File: config.mk
export PLATFORM = sky130hd
export DESIGN_NAME = vss_sequencer
export DESIGN_NICKNAME = d
export VERILOG_FILES = /design/src/common/vss_pkg.sv /design/src/common/vss_code_if.sv /design/src/design/vss_code_tracker.sv /design/src/design/vss_sequencer.sv
export SDC_FILE = /design/constraint.sdc
export NUM_CORES = 1
export LEC_CHECK = 0
export ABC_AREA = 1
export BUFFER_PORTS_ARGS = -buffer_cell sky130_fd_sc_hd__clkbuf_2
export CORE_ASPECT_RATIO = 0.6
export CORE_UTILIZATION = 60
export DETAILED_ROUTE_END_ITERATION = 6
export PLACE_DENSITY = 0.78
export SLEW_MARGIN = 20
export SYNTH_ARGS = -nofsm -noshare
export SYNTH_HDL_FRONTEND = slang
export SYNTH_HIERARCHICAL = 1
export SYNTH_SLANG_ARGS = --single-unit
File: constraint.sdc
create_clock -name clk -period 15.8 [get_ports clk]
set_input_delay 3.16 -clock clk [delete_from_list [all_inputs] [get_ports clk]]
set_output_delay 3.16 -clock clk [all_outputs]
set_load 0.01 [all_outputs]
File: src/common/vss_pkg.sv
package vss_pkg;
  localparam int CLK_KHZ       = 25000;
  localparam int SWITCH_KHZ    = 500;
  localparam int SWITCH_CYCLES = CLK_KHZ / SWITCH_KHZ;
  localparam int OSC_W         = 6;
  localparam logic [OSC_W-1:0] OSC_LAST = OSC_W'(SWITCH_CYCLES - 1);
  localparam logic [OSC_W-1:0] OSC_HALF = OSC_W'(SWITCH_CYCLES / 2);
  localparam int CODE_W        = 5;
  localparam logic [CODE_W-1:0] CODE_OFF = 5'h1F;
  localparam int MV_W          = 12;
  localparam logic [MV_W-1:0] DAC_TOP_MV  = 12'h60E;
  localparam logic [MV_W-1:0] DAC_STEP_MV = 12'h019;
  localparam logic [MV_W-1:0] UV_OFS_MV   = 12'h15E;
  localparam int SS_W          = 11;
  localparam logic [SS_W-1:0] SS_LAST = 11'h7FF;
  localparam int RAMP_NUM      = 14;
  localparam int RAMP_DEN      = 10;
  localparam int SOFTSTART_OFFSET_CURRENT_W       = 8;
  localparam logic [SOFTSTART_OFFSET_CURRENT_W-1:0] SOFTSTART_OFFSET_CURRENT_MAX_UA = 8'hA0;
  localparam int PIN_W         = 9;
  localparam logic [PIN_W-1:0] PIN_RESET = 9'h000;

  typedef enum logic [1:0] {
    VSS_SHUTDOWN  = 2'b00,
    VSS_SOFTSTART = 2'b01,
    VSS_RUN       = 2'b10
  } vss_state_type;

  function automatic logic [MV_W-1:0] vss_code_mv(input logic [CODE_W-1:0] code);
    vss_code_mv = DAC_TOP_MV - MV_W'(DAC_STEP_MV * code);
  endfunction
endpackage

File: src/common/vss_code_if.sv
interface vss_code_if;
  import vss_pkg::*;
  logic              cycle_start;
  logic              hold_ref;
  logic [CODE_W-1:0] code_pins;
  logic [CODE_W-1:0] sampled_code;
  logic [CODE_W-1:0] ref_code;
  logic              moving;
  modport tracker (input cycle_start, hold_ref, code_pins, output sampled_code, ref_code, moving);
  modport core (output cycle_start, hold_ref, code_pins, input sampled_code, ref_code, moving);
endinterface

File: src/design/vss_code_tracker.sv
module vss_code_tracker (
  // Clock and reset
  input wire logic   clk,
  input wire logic   rstn,
  // Core side
  vss_code_if.tracker cif
);
  import vss_pkg::*;

  logic [CODE_W-1:0] target;
  logic [CODE_W-1:0] candidate;
  logic              validating;
  logic              cadence;

  // Pins only seen at cycle start; changes in between are ignored
  always_ff @(posedge clk or negedge rstn) begin
    if (!rstn) begin
      cif.sampled_code <= CODE_OFF;
    end else if (cif.cycle_start) begin
      cif.sampled_code <= cif.code_pins;
    end
  end

  // Validation: candidate must match at the next cycle start
  always_ff @(posedge clk or negedge rstn) begin
    if (!rstn) begin
      target     <= CODE_OFF;
      candidate  <= CODE_OFF;
      validating <= 1'b0;
    end else if (cif.cycle_start) begin
      if (validating && cif.code_pins == candidate) begin
        target     <= candidate;
        validating <= 1'b0;
      end else if (cif.code_pins != target) begin
        candidate  <= cif.code_pins;
        validating <= 1'b1;
      end else begin
        validating <= 1'b0;
      end
    end
  end

  // Stepping; in shutdown the reference snaps so soft-start uses the new code
  // Off code is no voltage, so the threshold keeps the last real code
  always_ff @(posedge clk or negedge rstn) begin
    if (!rstn) begin
      cif.ref_code <= CODE_OFF;
      cadence      <= 1'b0;
    end else if ((cif.hold_ref || cif.ref_code == CODE_OFF) && target != CODE_OFF) begin
      cif.ref_code <= target;
      cadence      <= 1'b0;
    end else if (target == CODE_OFF || cif.ref_code == target) begin
      cadence      <= 1'b0;
    end else if (cif.cycle_start) begin
      cadence <= ~cadence;
      if (cadence) begin
        cif.ref_code <= (target < cif.ref_code) ? cif.ref_code - 5'h01 : cif.ref_code + 5'h01;
      end
    end
  end

  assign cif.moving = (target != CODE_OFF) && (cif.ref_code != target);
endmodule // vss_code_tracker

File: src/design/vss_sequencer.sv
module vss_sequencer (
  // Clock and reset
  input  wire logic                   clk,
  input  wire logic                   rstn,
  // Asynchronous pins
  input  wire logic [vss_pkg::CODE_W-1:0] voltage_code,
  input  wire logic                   supply_ok,
  input  wire logic                   enable_above,
  input  wire logic                   freq_select_shutdown_pin,
  input  wire logic                   overcurrent_cmp,
  // Same-clock analog front end
  input  wire logic [vss_pkg::MV_W-1:0]  sensed_output_voltage,
  input  wire logic [vss_pkg::OSC_W-1:0] modulator_duty,
  // PWM drivers, three-state
  output logic [1:0]                  pwm_out,
  output logic [1:0]                  pwm_oe,
  // Open-drain power-good
  output logic                        output_ok_flag_out,
  output logic                        output_ok_flag_oe,
  // Reference and soft-start levels
  output logic [vss_pkg::MV_W-1:0]    regulation_target,
  output logic [vss_pkg::MV_W-1:0]    softstart_ramp_level,
  output logic [vss_pkg::SOFTSTART_OFFSET_CURRENT_W-1:0] softstart_offset_current,
  // Status
  output logic                        shutdown_active,
  output logic                        softstart_active,
  output logic                        overcurrent_fault,
  output logic                        oscillator_running
);
  import vss_pkg::*;

  vss_code_if cif ();

  logic [PIN_W-1:0] pin_s1;
  logic [PIN_W-1:0] pin_s2;
  logic [PIN_W-1:0] pin_s3;
  logic [PIN_W-1:0] pin_f;

  logic [CODE_W-1:0] code_f;
  logic              supply_f;
  logic              enable_f;
  logic              fs_f;
  logic              oc_f;

  logic [OSC_W-1:0]  osc_cnt;
  logic              cycle_start;
  logic [OSC_W-1:0]  osc_cnt_b;

  vss_state_type     state;
  vss_state_type     next_state;
  logic              start_ok;
  logic [SS_W-1:0]   ss_cnt;
  logic              ss_done;

  logic [MV_W-1:0]   code_ref_mv;
  logic [MV_W-1:0]   next_ramp;
  logic [SOFTSTART_OFFSET_CURRENT_W-1:0] next_softstart_offset_current;
  logic [MV_W-1:0]   next_target;
  logic              under_voltage;
  logic              output_ok_flag;
  logic              next_output_ok_flag;

  // Pin synchroniser: a change counts once stages two and three agree
  always_ff @(posedge clk or negedge rstn) begin
    if (!rstn) begin
      pin_s1 <= PIN_RESET;
      pin_s2 <= PIN_RESET;
      pin_s3 <= PIN_RESET;
      pin_f  <= PIN_RESET;
    end else begin
      pin_s1 <= {voltage_code, supply_ok, enable_above, freq_select_shutdown_pin, overcurrent_cmp};
      pin_s2 <= pin_s1;
      pin_s3 <= pin_s2;
      pin_f  <= (pin_s2 & pin_s3) | (pin_f & (pin_s2 ^ pin_s3));
    end
  end

  assign code_f   = pin_f[8:4];
  assign supply_f = pin_f[3];
  assign enable_f = pin_f[2];
  assign fs_f     = pin_f[1];
  assign oc_f     = pin_f[0];

  // Oscillator; held at zero while the disable pin is grounded
  always_ff @(posedge clk or negedge rstn) begin
    if (!rstn) begin
      osc_cnt <= '0;
    end else if (!fs_f) begin
      osc_cnt <= '0;
    end else if (osc_cnt == OSC_LAST) begin
      osc_cnt <= '0;
    end else begin
      osc_cnt <= osc_cnt + 6'h01;
    end
  end

  // Phase-one cycle start doubles as the phase clock pulse
  assign cycle_start        = fs_f && (osc_cnt == OSC_LAST);
  assign oscillator_running = fs_f;

  // Second phase runs half a period behind
  assign osc_cnt_b = (osc_cnt >= OSC_HALF) ? osc_cnt - OSC_HALF : osc_cnt + OSC_HALF;

  // Voltage code tracking
  assign cif.cycle_start = cycle_start;
  assign cif.code_pins   = code_f;
  assign cif.hold_ref    = (state == VSS_SHUTDOWN);

  vss_code_tracker u_tracker (
    .clk  (clk),
    .rstn (rstn),
    .cif  (cif)
  );

  assign code_ref_mv = vss_code_mv(cif.ref_code);

  // Start gate; supply-ok, enable, the disable pin, a valid sampled code and no over-current fault must all hold
  assign start_ok = supply_f
                  && enable_f
                  && fs_f
                  && (cif.sampled_code != CODE_OFF)
                  && !overcurrent_fault;

  assign ss_done = (ss_cnt == SS_LAST) && cycle_start;

  always_comb begin
    next_state = state;
    unique case (state)
      VSS_SHUTDOWN: begin
        if (start_ok) begin
          next_state = VSS_SOFTSTART;
        end
      end
      VSS_SOFTSTART: begin
        if (!start_ok) begin
          next_state = VSS_SHUTDOWN;
        end else if (ss_done) begin
          next_state = VSS_RUN;
        end
      end
      VSS_RUN: begin
        if (!start_ok) begin
          next_state = VSS_SHUTDOWN;
        end
      end
      default: begin
        next_state = VSS_SHUTDOWN;
      end
    endcase
  end

  always_ff @(posedge clk or negedge rstn) begin
    if (!rstn) begin
      state <= VSS_SHUTDOWN;
    end else begin
      state <= next_state;
    end
  end

  assign shutdown_active  = (state == VSS_SHUTDOWN);
  assign softstart_active = (state == VSS_SOFTSTART);

  // Soft-start counter, one step per phase clock
  always_ff @(posedge clk or negedge rstn) begin
    if (!rstn) begin
      ss_cnt <= '0;
    end else if (state != VSS_SOFTSTART) begin
      ss_cnt <= '0;
    end else if (cycle_start && ss_cnt != SS_LAST) begin
      ss_cnt <= ss_cnt + 11'h001;
    end
  end

  // Ramp to 140% of code voltage; constant divide keeps it exact
  always_comb begin
    next_ramp  = MV_W'((32'(code_ref_mv) * RAMP_NUM * 32'(ss_cnt)) / (RAMP_DEN * (1 << SS_W)));
    next_softstart_offset_current = SOFTSTART_OFFSET_CURRENT_W'((32'(SOFTSTART_OFFSET_CURRENT_MAX_UA) * 32'(SS_LAST - ss_cnt)) / 32'(SS_LAST));
    if (state != VSS_SOFTSTART) begin
      next_ramp  = '0;
      next_softstart_offset_current = '0;
    end
  end

  // Lower of reference and ramp while soft-starting
  always_comb begin
    unique case (state)
      VSS_SOFTSTART: next_target = (next_ramp < code_ref_mv) ? next_ramp : code_ref_mv;
      VSS_RUN:       next_target = code_ref_mv;
      default:       next_target = '0;
    endcase
  end

  always_ff @(posedge clk or negedge rstn) begin
    if (!rstn) begin
      softstart_ramp_level     <= '0;
      softstart_offset_current <= '0;
      regulation_target        <= '0;
    end else begin
      softstart_ramp_level     <= next_ramp;
      softstart_offset_current <= next_softstart_offset_current;
      regulation_target        <= next_target;
    end
  end

  // Over-current record; blanked while the reference is moving
  always_ff @(posedge clk or negedge rstn) begin
    if (!rstn) begin
      overcurrent_fault <= 1'b0;
    end else if (oc_f && !cif.moving && state != VSS_SHUTDOWN) begin
      overcurrent_fault <= 1'b1;
    end else if (!supply_f || !enable_f) begin
      overcurrent_fault <= 1'b0;
    end
  end

  // Threshold moves with the code
  // One spare bit so a high reading cannot wrap into a false trip
  assign under_voltage = ({1'b0, sensed_output_voltage} + {1'b0, UV_OFS_MV}) <= {1'b0, code_ref_mv};

  // Power-good next value
  always_comb begin
    next_output_ok_flag = 1'b0;
    if (!supply_f || overcurrent_fault) begin
      next_output_ok_flag = 1'b0;
    end else if (state != VSS_SHUTDOWN) begin
      next_output_ok_flag = !under_voltage;
    end else begin
      next_output_ok_flag = output_ok_flag && !under_voltage;
    end
  end

  always_ff @(posedge clk or negedge rstn) begin
    if (!rstn) begin
      output_ok_flag <= 1'b0;
    end else begin
      output_ok_flag <= next_output_ok_flag;
    end
  end

  // Only ever drives low; the pull-up shows good
  assign output_ok_flag_out = 1'b0;
  assign output_ok_flag_oe  = !output_ok_flag;

  // PWM keeps switching through under-voltage
  always_ff @(posedge clk or negedge rstn) begin
    if (!rstn) begin
      pwm_out <= 2'h0;
      pwm_oe  <= 2'h0;
    end else if (next_state == VSS_SHUTDOWN) begin
      pwm_out <= 2'h0;
      pwm_oe  <= 2'h0;
    end else begin
      pwm_out <= {osc_cnt_b < modulator_duty, osc_cnt < modulator_duty};
      pwm_oe  <= 2'h3;
    end
  end
endmodule // vss_sequencer

==> results.sh <==
export IMPL_clock_latency_ns=0.44
export IMPL_layout_nets=2444
export IMPL_fmax_ghz=0.0678
export IMPL_final_max_slew_viol_count=0
export IMPL_cp_slowest_cell="dfstp_2"
export IMPL_cap_violations=0
export IMPL_power_density_mw_per_mm2=48.4
export IMPL_outcome="completed"
export IMPL_finalCriticalPeriod_ns=14.76
export IMPL_avgSynthCellArea_um2=7.45
export IMPL_syn_inst=2047
export IMPL_firstDrtPassIters=5
export IMPL_core_region_area_mm2=0.0246
export IMPL_start_util=0.621
export IMPL_antennaDiodeCount=0
export IMPL_grt_pass1_vias=12800
export IMPL_hp_class="reg2reg"
export IMPL_synth_edf_count=0
export IMPL_cts_root_buffer="clkbuf_16"
export IMPL_grt_max_degree=72
export IMPL_syn_area_mm2=0.0152
export IMPL_cp_start_kind="flop"
export IMPL_synth_async_reset_ratio=1.00
export IMPL_relSlewSlack=0.357
export IMPL_dieArea_mm2=0.0261
export IMPL_final_cell_mix="482 x nand2_1, 375 x inv_1, 174 x ha_1"
export IMPL_path_max_fanout=12
export IMPL_cpMostUsedCell="nand2_1"
export IMPL_die_width_um=208
export IMPL_endpoint_kind="flop"
export IMPL_yosysWarnings=6
export IMPL_finish_utilization=0.680
export IMPL_hold_buffers=0
export IMPL_fp_dieH_um=125
export IMPL_synth_distinct_cells=57
export IMPL_grt_usage=0.309
export IMPL_viasPerCell=5.45
export IMPL_wl_per_cell_um=15.9
export IMPL_hold_violations=0
export IMPL_clock_sinks=114
export IMPL_final_setup_skew_ns=0.0126
export IMPL_period_share=0.934
export IMPL_syn_to_final_growth_pct=9.52
export IMPL_drtAntennaViolNets=0
export IMPL_antenna_found_initial=0
export IMPL_critPathKind="reg2reg"
export IMPL_synth_seq_cells=114
export IMPL_total_leakage_power_nw=9.53
export IMPL_std_cell_rows=44
export IMPL_gp_congestion=0.942
export IMPL_synthFlopType="dfrtp_1"
export IMPL_n_fill_cell=2006
export IMPL_final_common_cell="nand2_1"
export IMPL_clk_pin_slew_ns=0.07
export IMPL_cp_arrival_ns=15.11
export IMPL_overflow=0
export IMPL_setup_viol=0
export IMPL_yosysTopAreaCell="fa_1"
export IMPL_port_buffers=69
export IMPL_crit_required_ns=16.15
export IMPL_worst_slew_pin_slew_ns=0.957
export IMPL_initialDrtViolationCount=1184
export IMPL_critPathMaxStageDelay_ns=0.61
export IMPL_dp_hpwl_um=31100
export IMPL_io_pins=71
export IMPL_grt_pass1_wl_um=64000
export IMPL_wl_um=39000
export IMPL_synth_seq_area_share=0.189
export IMPL_p_total_uw=809
export IMPL_cts_buffers=17
export IMPL_drc=0
export IMPL_ys_top_cells_by_area="fa_1 16%, dfrtp_1 15%, ha_1 15%"
export IMPL_ir_worst_vdd_v=0.0000726
export IMPL_htree_levels=4
export IMPL_synth_top_area_frac=0.159
export IMPL_tritoncts="built"
export IMPL_drive_above_1_share=0.170
export IMPL_num_vias=13400
export IMPL_cts_max_path_buffers=2
-- Yosys cell counts (16+ instances only) --
library cell,number
a21oi_1,66
clkbuf_1,20
dfrtp_1,94
dfstp_2,20
fa_1,121
ha_1,177
inv_1,380
inv_2,33
nand2_1,492
nand2_2,62
nand3_1,110
nand3_2,23
nand4_1,28
nor2_1,157
nor3_1,16
o21ai_0,28
xor2_1,40
-- layer usage --
layer,GRT usage,part of all wire,vias up
met4,0.0654,0.011,0
met1,0.466,0.48,6276
met3,0.100,0.11,45
li1,-,-,6484
met2,0.425,0.40,562
met5,0,0,-
-- kinds of logic after synthesis --
| logic type | Yosys count | synth area share |
|---|---|---|
| flops | 114 | 0.189 |
| simple gates | 950 | 0.289 |
| fa+ha+maj | 298 | 0.304 |
| other cells | 1 | 0.000246 |
| compound gates | 174 | 0.0710 |
| xor+xnor | 54 | 0.0310 |
| buf+inv | 456 | 0.116 |
-- worst max-delay path: cells and delay by family, from the launching register on --
family | cells | cell delay [ns]
DFF | 1 | 0.61
adders and majority gates | 13 | 5.41
AOI/OAI and AO/OA | 8 | 1.08
buffers and inverters | 12 | 0.96
and+or+nand+nor | 61 | 6.55
-- path summary, 6_finish.rpt --
kind | start | to | slack [ns] | cells past startpoint
min | pin_s1[3] | pin_s2[3] | 0.35 | 0
max in group asynchronous | rstn | regulation_target[8] | 11.73 | 2
max reg2reg | u_tracker/cif.ref_code[1] | regulation_target[8] | 1.04 | 94
min reg2reg | pin_s1[3] | pin_s2[3] | 0.35 | 0
max | u_tracker/cif.ref_code[1] | regulation_target[8] | 1.04 | 94
min in group asynchronous | rstn | pwm_oe[0] | 2.72 | 1
-- state kept, by name, indices dropped and copies added (netlist names), 2 cells and up --
signal,cells
u_tracker/cif.sampled_code,5
osc_cnt,6
ss_cnt,11
pin_f,9
u_tracker/target,5
softstart_ramp_level,12
pwm_out,2
pin_s3,9
u_tracker/candidate,5
pin_s2,9
regulation_target,12
u_tracker/cif.ref_code,5
pin_s1,9
state,2
softstart_offset_current,8
-- through the flow --
| stage | cells | worst slack, ns | TNS [ns] | area, µm² | hold slack, ns |
|---|---|---|---|---|---|
| 5_1_grt | 2452 | -0.0245 | -0.0623 | 16700 | 0.358 |
| 6_report | 2452 | 1.04 | 0 | 16700 | 0.348 |
| 2_1_floorplan | 2048 | 2.26 | 0 | 15200 | 0.331 |
| 3_3_place_gp | 2416 | 1.02 | 0 | 15900 | 0.333 |
| 3_5_place_dp | 2416 | 0.452 | 0 | 15900 | 0.335 |
| 4_1_cts | 2448 | 0.388 | 0 | 16500 | 0.350 |
-- power by group --
group / internal (mW) / switching [mW]
Clock: 0.223 / 0.166
Combinational: 0.0313 / 0.0725
Sequential: 0.305 / 0.00974
Total: 0.560 / 0.248
-- area by class of cell --
class / instances / area [µm²] / share of cell area
Clock buffer: 17 / 425 / 0.0255
Clock inverter: 15 / 160 / 0.00959
Inverter: 424 / 1600 / 0.0959
Multi-Input combinational cell: 1478 / 10800 / 0.646
Sequential cell: 114 / 2880 / 0.172
Tap cell: 322 / 403 / 0.0241
Timing Repair Buffer: 82 / 449 / 0.0269
-- timing repair --
action	in CTS	in global routing
setup buffers	0	4
setup endpoints to repair	0	11
gates resized for setup	0	42
(Power assumes the default switching activity.)
